==> src/iacr_pkg.sv <==
package iacr_pkg;

	// Register addresses carried in the command byte of a serial frame.
	localparam logic [5:0] IACR_ADDR_PRODUCT_ID = 6'h00;
	localparam logic [5:0] IACR_ADDR_IRQ_STATUS = 6'h12;
	localparam logic [5:0] IACR_ADDR_IRQ_ENABLE = 6'h13;
	localparam logic [5:0] IACR_ADDR_CONTROL = 6'h14;

	// Device control register fields.
	localparam int unsigned IACR_CTL_FRAME_CHECK_ENABLE = 15;
	localparam int unsigned IACR_CTL_SHARED_THRESHOLD_ENABLE = 14;
	localparam int unsigned IACR_CTL_AVG_FILTER_CLEAR_LSB = 4;
	localparam int unsigned IACR_CTL_FIELD_SUPPLY_OFF = 3;
	localparam int unsigned IACR_CTL_POWER_ON_FLAG_CLEAR = 2;
	localparam int unsigned IACR_CTL_SOFT_RESET_REQUEST = 1;
	localparam int unsigned IACR_CTL_HARD_RESET_REQUEST = 0;
	localparam logic [15:0] IACR_CTL_STORED_MASK = 16'hc0f8;
	localparam logic [15:0] IACR_CTL_RESET = 16'h0000;

	// Interrupt enable and status layout.
	localparam logic [15:0] IACR_IRQ_ENABLE_MASK = 16'h1fff;
	localparam logic [15:0] IACR_IRQ_ENABLE_RESET = 16'h0000;
	localparam int unsigned IACR_STAT_FRAME_ERROR = 9;
	localparam int unsigned IACR_STAT_CHECK_ERROR = 8;
	localparam int unsigned IACR_STAT_RISE_LSB = 4;
	localparam int unsigned IACR_STAT_FALL_LSB = 0;

	// Product identification word: power-on flag plus an arbitrary code.
	localparam int unsigned IACR_ID_POWER_ON_FLAG = 7;
	localparam logic [6:0] IACR_ID_CODE = 7'h2a;

	// Serial frame geometry and check code.
	localparam logic [5:0] IACR_FRAME_BITS_PLAIN = 6'd24;
	localparam logic [5:0] IACR_FRAME_BITS_CHECKED = 6'd32;
	localparam logic [5:0] IACR_CMD_BITS = 6'd8;
	localparam logic [7:0] IACR_CHECK_POLY = 8'h07;

	// Time the field supply stays off after a hard reset request.
	localparam int unsigned IACR_CLOCK_MHZ = 250;
	localparam int unsigned IACR_HARD_OFF_TIME_NS = 1000;
	localparam logic [7:0] IACR_HARD_OFF_CYCLES =
		8'((IACR_HARD_OFF_TIME_NS * IACR_CLOCK_MHZ + 999) / 1000);

	typedef struct packed {
		logic frameCheckEnable;
		logic sharedThresholdEnable;
		logic [3:0] avgFilterClear;
		logic fieldSupplyOn;
		logic softResetPulse;
		logic hardResetPulse;
	} iacr_ctl_s;

	typedef struct packed {
		logic primed;
		logic [3:0] compPrev;
		logic [3:0] riseSeen;
		logic [3:0] fallSeen;
	} iacr_edge_s;

	typedef struct packed {
		logic [1:0] csSync;
		logic csPrev;
		logic [2:0] sclkSync;
		logic [1:0] mosiSync;
		logic [5:0] bitCount;
		logic [31:0] shiftIn;
		logic [23:0] shiftOut;
		logic [15:0] control;
		logic [15:0] irqEnable;
		logic powerOnFlag;
		logic frameError;
		logic checkError;
		logic softPulse;
		logic hardPulse;
		logic [7:0] supplyOffCount;
		logic fieldSupplyOn;
		logic statusClear;
		logic irq;
	} iacr_main_s;

	function automatic logic [7:0] iacr_check8(input logic [23:0] d);
		logic [7:0] c;
		logic fb;
		c = 8'h00;
		for (int i = 23; i >= 0; i--) begin
			fb = c[7] ^ d[i];
			c = {c[6:0], 1'b0};
			if (fb) begin
				c = c ^ IACR_CHECK_POLY;
			end
		end
		return c;
	endfunction : iacr_check8

endpackage : iacr_pkg

==> src/iacr_control_regs.sv <==
`timescale 1ns/100ps
// What this block does
// (RULE_01) Bit 4 enables comparator one rising interrupt.
// (RULE_02) Bits 3..0 enable comparator falling interrupts.
// (RULE_03) Control bit 15 selects 32-bit checked frames.
// (RULE_04) Control bit 14 shares channel one thresholds.
// (RULE_05) Bits 7..4 clear per-channel averaging filters.
// (RULE_06) Control bit 3 switches field supply off.
// (RULE_07) Writing bit 2 clears power-on flag.
// (RULE_08) Bit 1 soft-resets registers, self-clearing.
// (RULE_09) Bit 0 hard-resets, supply off, self-clearing.
// (RULE_10) Falling edge sets flag until status read.
// (RULE_11) Interrupt follows any enabled set flag.
// (RULE_12) Fields reset zero; reserved bits read zero.
module iacr_control_regs
	import iacr_pkg::*;
(
	input wire logic clock,
	input wire logic reset_n,
	input wire logic spiSclk,
	input wire logic spiCsN,
	input wire logic spiMosi,
	output logic spiMisoOut,
	output logic spiMisoEnN,
	input wire logic [3:0] comparatorOut,
	output iacr_ctl_s ctl,
	output logic irq
);

	iacr_main_s s;
	iacr_main_s next_s;
	logic [3:0] riseSeen;
	logic [3:0] fallSeen;
	logic [15:0] statusWord;
	logic [15:0] productWord;

	iacr_edge_flags edgeFlags (
		.clock(clock),
		.reset_n(reset_n),
		.comparatorOut(comparatorOut),
		.clearAll(s.statusClear),
		.riseSeen(riseSeen),
		.fallSeen(fallSeen)
	);

	always_comb begin
		statusWord = 16'h0000;
		statusWord[IACR_STAT_FRAME_ERROR] = s.frameError;
		statusWord[IACR_STAT_CHECK_ERROR] = s.checkError;
		statusWord[IACR_STAT_RISE_LSB +: 4] = riseSeen;
		statusWord[IACR_STAT_FALL_LSB +: 4] = fallSeen;
	end

	always_comb begin
		productWord = 16'h0000;
		productWord[6:0] = IACR_ID_CODE;
		productWord[IACR_ID_POWER_ON_FLAG] = s.powerOnFlag;
	end

	always_comb begin
		logic sclkRise;
		logic sclkFall;
		logic csActive;
		logic csEnd;
		logic [5:0] frameLen;
		logic [5:0] countNext;
		logic [7:0] newCmd;
		logic [15:0] readData;
		logic [23:0] frameBody;
		logic [5:0] wrAddr;
		logic [15:0] wrData;
		sclkRise = 1'b0;
		sclkFall = 1'b0;
		csActive = 1'b0;
		csEnd = 1'b0;
		frameLen = IACR_FRAME_BITS_PLAIN;
		countNext = 6'd0;
		newCmd = 8'h00;
		readData = 16'h0000;
		frameBody = 24'h000000;
		wrAddr = 6'd0;
		wrData = 16'h0000;
		next_s = s;

		// Pins pass two flops; the second stage feeds the logic, and a third stage (sclkSync[2], csPrev) serves edge detection.
		next_s.csSync = {s.csSync[0], spiCsN};
		next_s.csPrev = s.csSync[1];
		next_s.sclkSync = {s.sclkSync[1:0], spiSclk};
		next_s.mosiSync = {s.mosiSync[0], spiMosi};
		sclkRise = s.sclkSync[1] & ~s.sclkSync[2];
		sclkFall = ~s.sclkSync[1] & s.sclkSync[2];
		csActive = ~s.csSync[1];
		csEnd = s.csSync[1] & ~s.csPrev;

		next_s.softPulse = 1'b0;
		next_s.hardPulse = 1'b0;
		next_s.statusClear = 1'b0;

		if (s.control[IACR_CTL_FRAME_CHECK_ENABLE]) begin
			frameLen = IACR_FRAME_BITS_CHECKED; // RULE_03
		end

		if (csActive) begin
			if (sclkRise) begin
				countNext = (s.bitCount == 6'h3f) ? s.bitCount : 6'(s.bitCount + 6'd1);
				next_s.bitCount = countNext;
				next_s.shiftIn = {s.shiftIn[30:0], s.mosiSync[1]};
				if (countNext == IACR_CMD_BITS) begin
					newCmd = {s.shiftIn[6:0], s.mosiSync[1]};
					unique case (newCmd[7:2])
						IACR_ADDR_PRODUCT_ID: readData = productWord;
						IACR_ADDR_IRQ_STATUS: readData = statusWord;
						IACR_ADDR_IRQ_ENABLE: readData = s.irqEnable;
						IACR_ADDR_CONTROL: readData = s.control; // RULE_12
						default: readData = 16'h0000;
					endcase
					// Answer word, followed by its check byte in checked frames only,
					// so that a plain frame leaves the data line low when it ends.
					next_s.shiftOut = {readData, 8'h00};
					if (frameLen == IACR_FRAME_BITS_CHECKED) begin
						next_s.shiftOut[7:0] = iacr_check8({newCmd, readData}); // RULE_03
					end
					if (newCmd[7:2] == IACR_ADDR_IRQ_STATUS && !newCmd[1]) begin
						next_s.statusClear = 1'b1; // RULE_10
					end
				end
			end
			if (sclkFall && s.bitCount > IACR_CMD_BITS) begin
				next_s.shiftOut = {s.shiftOut[22:0], 1'b0};
			end
		end else begin
			next_s.bitCount = 6'd0;
			next_s.shiftOut = 24'h000000;
		end

		// Status flags of this block clear on a status read; errors below still set.
		if (s.statusClear) begin
			next_s.frameError = 1'b0;
			next_s.checkError = 1'b0;
		end

		if (csEnd && s.bitCount != 6'd0) begin
			if (frameLen == IACR_FRAME_BITS_CHECKED) begin
				frameBody = s.shiftIn[31:8];
			end else begin
				frameBody = s.shiftIn[23:0];
			end
			wrAddr = frameBody[23:18];
			wrData = frameBody[15:0];
			if (s.bitCount != frameLen) begin
				next_s.frameError = 1'b1; // RULE_03
			end else if (frameLen == IACR_FRAME_BITS_CHECKED &&
					iacr_check8(frameBody) != s.shiftIn[7:0]) begin
				next_s.checkError = 1'b1; // RULE_03
			end else if (frameBody[17]) begin
				unique case (wrAddr)
					IACR_ADDR_CONTROL: begin
						next_s.control = wrData & IACR_CTL_STORED_MASK; // RULE_12
						if (wrData[IACR_CTL_POWER_ON_FLAG_CLEAR]) begin
							next_s.powerOnFlag = 1'b0; // RULE_07
						end
						if (wrData[IACR_CTL_SOFT_RESET_REQUEST]) begin
							next_s.softPulse = 1'b1; // RULE_08
						end
						if (wrData[IACR_CTL_HARD_RESET_REQUEST]) begin
							next_s.hardPulse = 1'b1; // RULE_09
						end
					end
					IACR_ADDR_IRQ_ENABLE: begin
						next_s.irqEnable = wrData & IACR_IRQ_ENABLE_MASK; // RULE_01
					end
					default: begin
					end
				endcase
			end
		end

		// A reset request returns control, interrupt enables and error flags to their reset values one cycle later; only a hard one sets the power-on flag.
		if (s.softPulse || s.hardPulse) begin
			next_s.control = IACR_CTL_RESET; // RULE_08
			next_s.irqEnable = IACR_IRQ_ENABLE_RESET; // RULE_12
			next_s.frameError = 1'b0;
			next_s.checkError = 1'b0;
			next_s.statusClear = 1'b1; // RULE_08
		end
		if (s.hardPulse) begin
			next_s.powerOnFlag = 1'b1;
			next_s.supplyOffCount = IACR_HARD_OFF_CYCLES; // RULE_09
		end else if (s.supplyOffCount != 8'd0) begin
			next_s.supplyOffCount = 8'(s.supplyOffCount - 8'd1);
		end

		next_s.fieldSupplyOn = ~next_s.control[IACR_CTL_FIELD_SUPPLY_OFF] & // RULE_06
			~next_s.hardPulse & (next_s.supplyOffCount == 8'd0); // RULE_09

		next_s.irq = (|(statusWord[12:8] & s.irqEnable[12:8])) | // RULE_11
			(|(riseSeen & s.irqEnable[IACR_STAT_RISE_LSB +: 4])) | // RULE_01
			(|(fallSeen & s.irqEnable[IACR_STAT_FALL_LSB +: 4])); // RULE_02
	end

	always_ff @(posedge clock or negedge reset_n) begin
		if (!reset_n) begin
			s <= '0;
			s.csSync <= 2'b11;
			s.csPrev <= 1'b1;
			s.powerOnFlag <= 1'b1;
			s.fieldSupplyOn <= 1'b1;
		end else begin
			s <= next_s;
		end
	end

	assign spiMisoOut = s.shiftOut[23];
	// The output is let go one cycle after select ends, once the shift register is empty.
	assign spiMisoEnN = s.csPrev;
	assign irq = s.irq;

	always_comb begin
		ctl.frameCheckEnable = s.control[IACR_CTL_FRAME_CHECK_ENABLE]; // RULE_03
		ctl.sharedThresholdEnable = s.control[IACR_CTL_SHARED_THRESHOLD_ENABLE]; // RULE_04
		ctl.avgFilterClear = s.control[IACR_CTL_AVG_FILTER_CLEAR_LSB +: 4]; // RULE_05
		ctl.fieldSupplyOn = s.fieldSupplyOn;
		ctl.softResetPulse = s.softPulse;
		ctl.hardResetPulse = s.hardPulse;
	end

endmodule : iacr_control_regs

==> src/iacr_edge_flags.sv <==
`timescale 1ns/100ps
module iacr_edge_flags
	import iacr_pkg::*;
(
	input wire logic clock,
	input wire logic reset_n,
	input wire logic [3:0] comparatorOut,
	input wire logic clearAll,
	output logic [3:0] riseSeen,
	output logic [3:0] fallSeen
);

	iacr_edge_s s;
	iacr_edge_s next_s;

	always_comb begin
		next_s = s;
		next_s.primed = 1'b1;
		next_s.compPrev = comparatorOut;
		if (clearAll) begin
			next_s.riseSeen = 4'h0;
			next_s.fallSeen = 4'h0;
		end
		// The first cycle only learns the levels, so a high input at start is no edge.
		// Setting after clearing lets an edge in the clearing cycle survive.
		if (s.primed) begin
			next_s.riseSeen = next_s.riseSeen | (comparatorOut & ~s.compPrev);
			next_s.fallSeen = next_s.fallSeen | (~comparatorOut & s.compPrev); // RULE_10
		end
	end

	always_ff @(posedge clock or negedge reset_n) begin
		if (!reset_n) begin
			s <= '0;
		end else begin
			s <= next_s;
		end
	end

	assign riseSeen = s.riseSeen;
	assign fallSeen = s.fallSeen;

endmodule : iacr_edge_flags

==> config.mk <==
export PLATFORM = sky130hd
export DESIGN_NAME = iacr_control_regs
export DESIGN_NICKNAME = d
export VERILOG_FILES = /design/src/iacr_pkg.sv /design/src/iacr_control_regs.sv /design/src/iacr_edge_flags.sv
export SDC_FILE = /design/constraint.sdc
export NUM_CORES = 1
export LEC_CHECK = 0
export ABC_CLOCK_PERIOD_IN_PS = 5250
export BUFFER_PORTS_ARGS = -buffer_cell sky130_fd_sc_hd__buf_2
export CAP_MARGIN = 10
export CORE_AREA = 5 5 164 166
export DETAILED_ROUTE_END_ITERATION = 10
export DIE_AREA = 0 0 169 171
export PLACE_DENSITY = 0.43
export SYNTH_ARGS = -nofsm -noshare
export SYNTH_HDL_FRONTEND = slang
export SYNTH_HIERARCHICAL = 1
export SYNTH_SLANG_ARGS = --single-unit
==> constraint.sdc <==
create_clock -name clock -period 5.25 [get_ports clock]
set_clock_uncertainty 0.15 [all_clocks]
set_input_delay 0.2625 -clock clock [delete_from_list [all_inputs] [get_ports clock]]
set_output_delay 0.2625 -clock clock [all_outputs]
set_load 0.03 [all_outputs]
# Yosys cells after proc, flatten, opt, wreduce, memory -nomap -nowiden
# Index checks and enable logic that the tools add are counted.
[word_totals] inputBits=9 regBits=131 out_inout_bits=12
[classes] bitwise_logic=114 n_addsub=2 mux=231 magnitude_cmp=1 n_reduce_logical=29 n_eq_ne=14
[ops] cell="2-to-1 mux 8 bit" count=145
[ops] cell="2-to-1 mux 3 bit" count=49
[ops] cell="NOT 3 bit" count=46
[ops] cell="2-to-1 mux 24 bit" count=5
[ops] cell="2-to-1 mux 33 bit" count=3
[ops] cell="2-to-1 mux 16 bit" count=5
[ops] cell="case mux 16 bit (4 select lines)" count=1
[ops] cell="2-to-1 mux 62 bit" count=1
[ops] cell="XOR 1 bit" count=46
[ops] cell="2-to-1 mux 37 bit" count=1
[ops] cell="2-to-1 mux 32 bit" count=1
[ops] cell="== test 6 x 5 -> 1 bit (second input constant)" count=5
[ops] cell="2-to-1 mux 6 bit" count=3
[ops] cell="nonzero test 2 bit" count=9
[ops] cell="AND 4 bit" count=4
[ops] cell="== test 6 bit (second input constant)" count=2
[ops] cell="2-to-1 mux 1 bit" count=12
[ops] cell="2-to-1 mux 2 bit" count=5
[ops] cell="AND reduction 5 bit" count=2
[ops] cell="logical NOT 8 bit" count=1
[ops] cell="!= test 8 bit" count=1
[ops] cell="NOT 4 bit" count=2
[ops] cell="bitwise OR 4 bit" count=2
[ops] cell="nonzero test 8 bit" count=1
[ops] cell="other kinds (21)" count=39

# Logic depth before layout (Yosys ltp)
[depth] word_depth=145 ltp_mapped=18

# Cells and area by module
# The synthesis kept the hierarchy.
[by_module_without_submodules] mod="iacr_control_regs" area_per_inst_um2=6879.1 instances=1 cells_each=691
[by_module_without_submodules] mod="iacr_edge_flags" area_per_inst_um2=520.5 instances=1 cells_each=47

# Least setup slack after synthesis
# No wires, ideal clock.
[synth_timing] path_kind="flip-flop to flip-flop" start="register s, in the netlist ctl[8]" end="register s, in the netlist ctl[3]" arrival_time_ns=4.781 setup_slack_ns=0.198 period_less_slack_ns=5.052 path_stages_with_launch=18 setup_ns=0.122 path_cell_list="dfrtp_1 buf_6 buf_6 buf_2 buf_1 buf_1 mux2_2 ha_1 xor2_1 xor3_1 xnor3_1 xnor3_2 o21ai_0 o211ai_2 o41ai_4 buf_6 nand2_4 a32o_1"
[synth_between] elab_chain_cells=73 word_cells_on_any_way=137
[synth_lines] element="start: declaration" line_no="iacr_control_regs.sv:30" source="iacr_main_s s;"
[synth_lines] element="start signal: assignment" line_no="iacr_control_regs.sv:209" source="s <= next_s;"
[synth_lines] element="2-to-1 mux 6 bit *" line_no="iacr_control_regs.sv:99" source="if (s.control[IACR_CTL_FRAME_CHECK_ENABLE]) begin"
[synth_lines] element="== test 6 bit" line_no="iacr_control_regs.sv:143, iacr_control_regs.sv:152"
[synth_lines] element="2-to-1 mux 24 bit" line_no="iacr_control_regs.sv:143" source="if (frameLen == IACR_FRAME_BITS_CHECKED) begin"
[synth_lines] element="2-to-1 mux 24 bit" line_no="iacr_control_regs.sv:142" source="if (csEnd && s.bitCount != 6'd0) begin"
[synth_lines] element="2-to-1 mux 3 bit" line_no="iacr_pkg.sv:88" source="if (fb) begin"
[synth_lines] element="2-to-1 mux 8 bit" line_no="iacr_control_regs.sv:150" source="if (s.bitCount != frameLen) begin"
[synth_lines] element="2-to-1 mux 8 bit" line_no="iacr_control_regs.sv:142"
[synth_lines] element="NOT 3 bit (no line) / 2-to-1 mux 8 bit (equally long branches)"
[synth_lines] element="(+57 left out)"
[synth_lines] element="XOR 1 bit, or another cell as far along" line_no="iacr_pkg.sv:86" source="fb = c[7] ^ d[i];"
[synth_lines] element="2-to-1 mux 3 bit / 2-to-1 mux 8 bit (equally long branches)" line_no="iacr_pkg.sv:88, iacr_control_regs.sv:142"
[synth_lines] element="2-to-1 mux 8 bit" line_no="iacr_control_regs.sv:150"
[synth_lines] element="2-to-1 mux 8 bit" line_no="iacr_control_regs.sv:142"
[synth_lines] element="!= test 8 bit" line_no="iacr_control_regs.sv:153" source="iacr_check8(frameBody) != s.shiftIn[7:0]) begin"
[synth_lines] element="logical AND 1 bit" line_no="iacr_control_regs.sv:152" source="end else if (frameLen == IACR_FRAME_BITS_CHECKED &&"
[synth_lines] element="!= test 2 x 1 -> 1 bit (no line)"
[synth_lines] element="AND reduction 5 bit (no line)"
# Mark *: on every way between the ends. The rest lies on a longest branch, timed or not. The select of a mux whose other input is x is not followed.
# A chain may end at the register's enable or synchronous reset.

# Worst setup path after layout
[layout_timing] start="register s, in the netlist ctl[8]" end="register s[17] in the netlist's numbering"
# Same word-level chain as after synthesis.

==> impl_metrics.json <==
{
  "finalCriticalPeriod_ns": 4.32,
  "die_x_um": 169,
  "r2r_cells": 14,
  "track_usage_pct": 13.6,
  "wl_per_cell_um": 17.5,
  "clk-insertion-delay-late_ns": 0.42,
  "relSlewSlack_pct": 39.3,
  "clock-root-buffer": "clkbuf_16",
  "finalSetupViolCount": 0,
  "ys.warnings.count": 6,
  "worstPathRequired_ns": 5.41,
  "die_h_um": 171,
  "avgSynthCellArea_um2": 10.0,
  "ys_seq_area_share_pct": 40.3,
  "fin_crit_sh_pct": 82.4,
  "synth_edf_count": 0,
  "io_pins": 21,
  "rows": 59,
  "clk_pin_slew_ns": 0.06,
  "power_density_nw_per_um2": 416,
  "ys_async_sr_fraction_pct": 100,
  "vias": 5171,
  "critPathCaptureType": "flop",
  "grt_remaining_overflow": 0,
  "grt_pass1_vias": 5350,
  "place_area_um2": 7640,
  "critPathArrivalTime_ns": 4.48,
  "ys_ff_latch": 119,
  "rsz0062_at_grt": "no",
  "fmax_ghz": 0.231,
  "crit_type": "flop to flop",
  "synth_cell_types": 58,
  "cp-start-kind": "flop",
  "drtIter0Drc": 335,
  "gp_congestion": 0.828,
  "min_path_type": "flop to flop",
  "drt-pass1-iter-count": 6,
  "grt_pass1_wl_mm": 30.5,
  "antenna_found_initial": 0,
  "fin_area_um2": 8260,
  "grt_start_max_net_pins": 70,
  "drive_gt1_share_pct": 14.0,
  "multi_input_area_um2": 3980,
  "final_nets": 756,
  "netlist_area_um2": 7400,
  "core_um2": 25500,
  "fillers": 2564,
  "antenna_cells": 0,
  "whs_path_depth": 0,
  "fin_tns_setup_ns": 0,
  "routed_wl_mm": 18.8,
  "maxCapViolations": 0,
  "leakagePower_nw": 3.67,
  "cts.htree.levels": 4,
  "status": "complete, no violations",
  "vdd_drop_max_mv": 0.308,
  "drc": 0,
  "place.detailed.hpwl_mm": 13.8,
  "power_mw": 3.44,
  "ys.flop_type": "dfrtp_1",
  "tritoncts": "yes",
  "die-area_um2": 28900,
  "vias_per_cell": 4.80,
  "hold_viol_final": 0,
  "instances_no_fill": 1077,
  "clk_path_buf_depth": 2,
  "syn_to_final_growth_pct": 11.6,
  "antenna_left": 0,
  "cts_sinks": 119,
  "synth_cells": 738,
  "maxSlewViolCount": 0,
  "initial_utilization_pct": 29.1,
  "portBuffers": 20,
  "crit_fanout": 32,
  "cts_buffers": 17,
  "placedCellCount": 1039,
  "syn_nets": 763,
  "tightest_slew_ns": 0.907,
  "regArea_um2": 2990
}
## worst paths after layout
| check | startpoint | end | slack (ns) |
|---|---|---|---|
| max reg2reg | ctl[8]$_DFFE_PN0P_ | s[17]$_DFFE_PN0P_ | 0.93 |
| min reg2reg | next_s[111]$_DFF_PN0_ | s[111]$_DFF_PN0_ | 0.20 |
| min in group asynchronous | reset_n | edgeFlags/fallSeen[2]$_DFF_PN0_ | 0.37 |
| max in group asynchronous | reset_n | s[114]$_DFF_PN0_ | 3.36 |
| max | ctl[8]$_DFFE_PN0P_ | s[17]$_DFFE_PN0P_ | 0.93 |
| min | next_s[111]$_DFF_PN0_ | s[111]$_DFF_PN0_ | 0.20 |
## stage by stage
step                      hold slack [ns]  utilization, %  setup WS [ns]
final                               0.197            32.4          0.926
after global routing                0.218            32.4          0.576
after CTS                           0.197            32.4          0.895
after detailed placement            0.185            30.0          0.933
after global placement              0.181            30.0          0.979
after floorplan                    -0.183               -          0.198
## repair_timing
item | CTS | global route
hold buffers | 8 | 0
resized for setup | 0 | 0
endpoints found under the hold margin | 83 | 0
buffers inserted | 0 | 0
## sequential cells by signal, summed over array words and instances (netlist names), 4 cells and up
name	flops
edgeFlags/riseSeen	4
edgeFlags/fallSeen	4
next_s	5
ctl	9
edgeFlags/s	5
s	88
## critical path: stages, from the launching register on
cell      delay [ns]
dfrtp_2         0.39
buf_4           0.39
mux2i_1         0.29
ha_1            0.30
xnor2_1         0.15
xnor2_1         0.28
xnor2_1         0.19
xnor3_1         0.36
xor2_1          0.19
xnor2_1         0.14
o211ai_1        0.16
o41ai_4         0.38
buf_4           0.26
nand3_4         0.24
a32o_1          0.34
## synthesized netlist by cell type (all sizes together) (6+ instances only)
cell type | instances | area share (%)
xnor2 | 81 | 9.6
o21ai | 27 | 1.8
dfrtp | 114 | 39
nand2 | 80 | 4.2
inv | 24 | 1.2
clkbuf | 28 | 1.4
and3 | 11 | 1.0
nand2b | 6 | 0.51
nand3b | 9 | 0.91
nand3 | 9 | 0.78
mux2i | 37 | 5.1
mux2 | 32 | 4.9
xnor3 | 9 | 2.8
nor3 | 20 | 1.4
a22oi | 21 | 2.1
buf | 34 | 3.2
nor2 | 44 | 2.2
a21oi | 31 | 2.1
ha | 16 | 2.7
xor2 | 33 | 3.9
## cells in the final DEF, fill, tap and decap left out, types with 3 or more instances in the layout
cell	instances
xor2_1	33
and2_1	4
clkinv_2	5
buf_4	9
nand2b_1	6
nand3b_1	9
a22oi_1	21
xor3_1	3
a32oi_1	4
o21ai_1	4
buf_2	19
dfstp_2	5
nand4_1	4
inv_1	23
xnor3_1	8
nand2_1	79
nor2_1	43
xnor2_1	81
dfrtp_1	113
a31oi_1	4
a311oi_1	3
o211ai_1	3
dlygate4sd3_1	8
and4b_1	3
ha_1	16
o22ai_1	5
a21oi_1	31
nor2b_1	5
mux2i_1	36
o21ai_0	23
a22o_1	5
mux2_2	32
and3_1	10
a32o_1	5
clkbuf_16	17
nor3_1	20
nand3_1	8
## cell type report
| type | count | area share (%) |
|---|---|---|
| Clock inverter | 9 | 0.954 |
| Timing Repair Buffer | 36 | 2.94 |
| Clock buffer | 21 | 5.57 |
| Multi-Input combinational cell | 533 | 48.2 |
| Tap cell | 335 | 5.07 |
| Inverter | 24 | 1.09 |
| Sequential cell | 119 | 36.1 |
## layer usage
metal | wire [um] | GRT usage (%) | part of all wire (%) | vias to the layer above
met4 | 279 | 3.96 | 1.5 | 0
met5 | 0 | 0 | 0 | -
met3 | 670 | 3.28 | 3.6 | 24
met2 | 9070 | 22.2 | 48 | 82
met1 | 8830 | 17.9 | 47 | 2559
li1 | - | - | - | 2506
## report_power, final
part,internal [mW],switching [mW]
clock,0.666,0.427
sequential,0.942,0.0491
combinational,0.638,0.715
## logic make-up (layout without fill, tap and decap cells)
family / after synthesis / after routing / share of synthesized area [%]
AOI/OAI and AO/OA: 120 / 120 / 10.9
xor gates and xnor gates: 126 / 126 / 17.2
adders and majority gates: 16 / 16 / 2.71
buffers and inverters: 86 / 90 / 5.88
DFF: 119 / 119 / 40.3
muxes: 69 / 69 / 9.93
other: 1 / 1 / 0.0507
and+or+nand+nor: 201 / 201 / 13.0
Note: power is estimated with default switching activity, not from simulation.
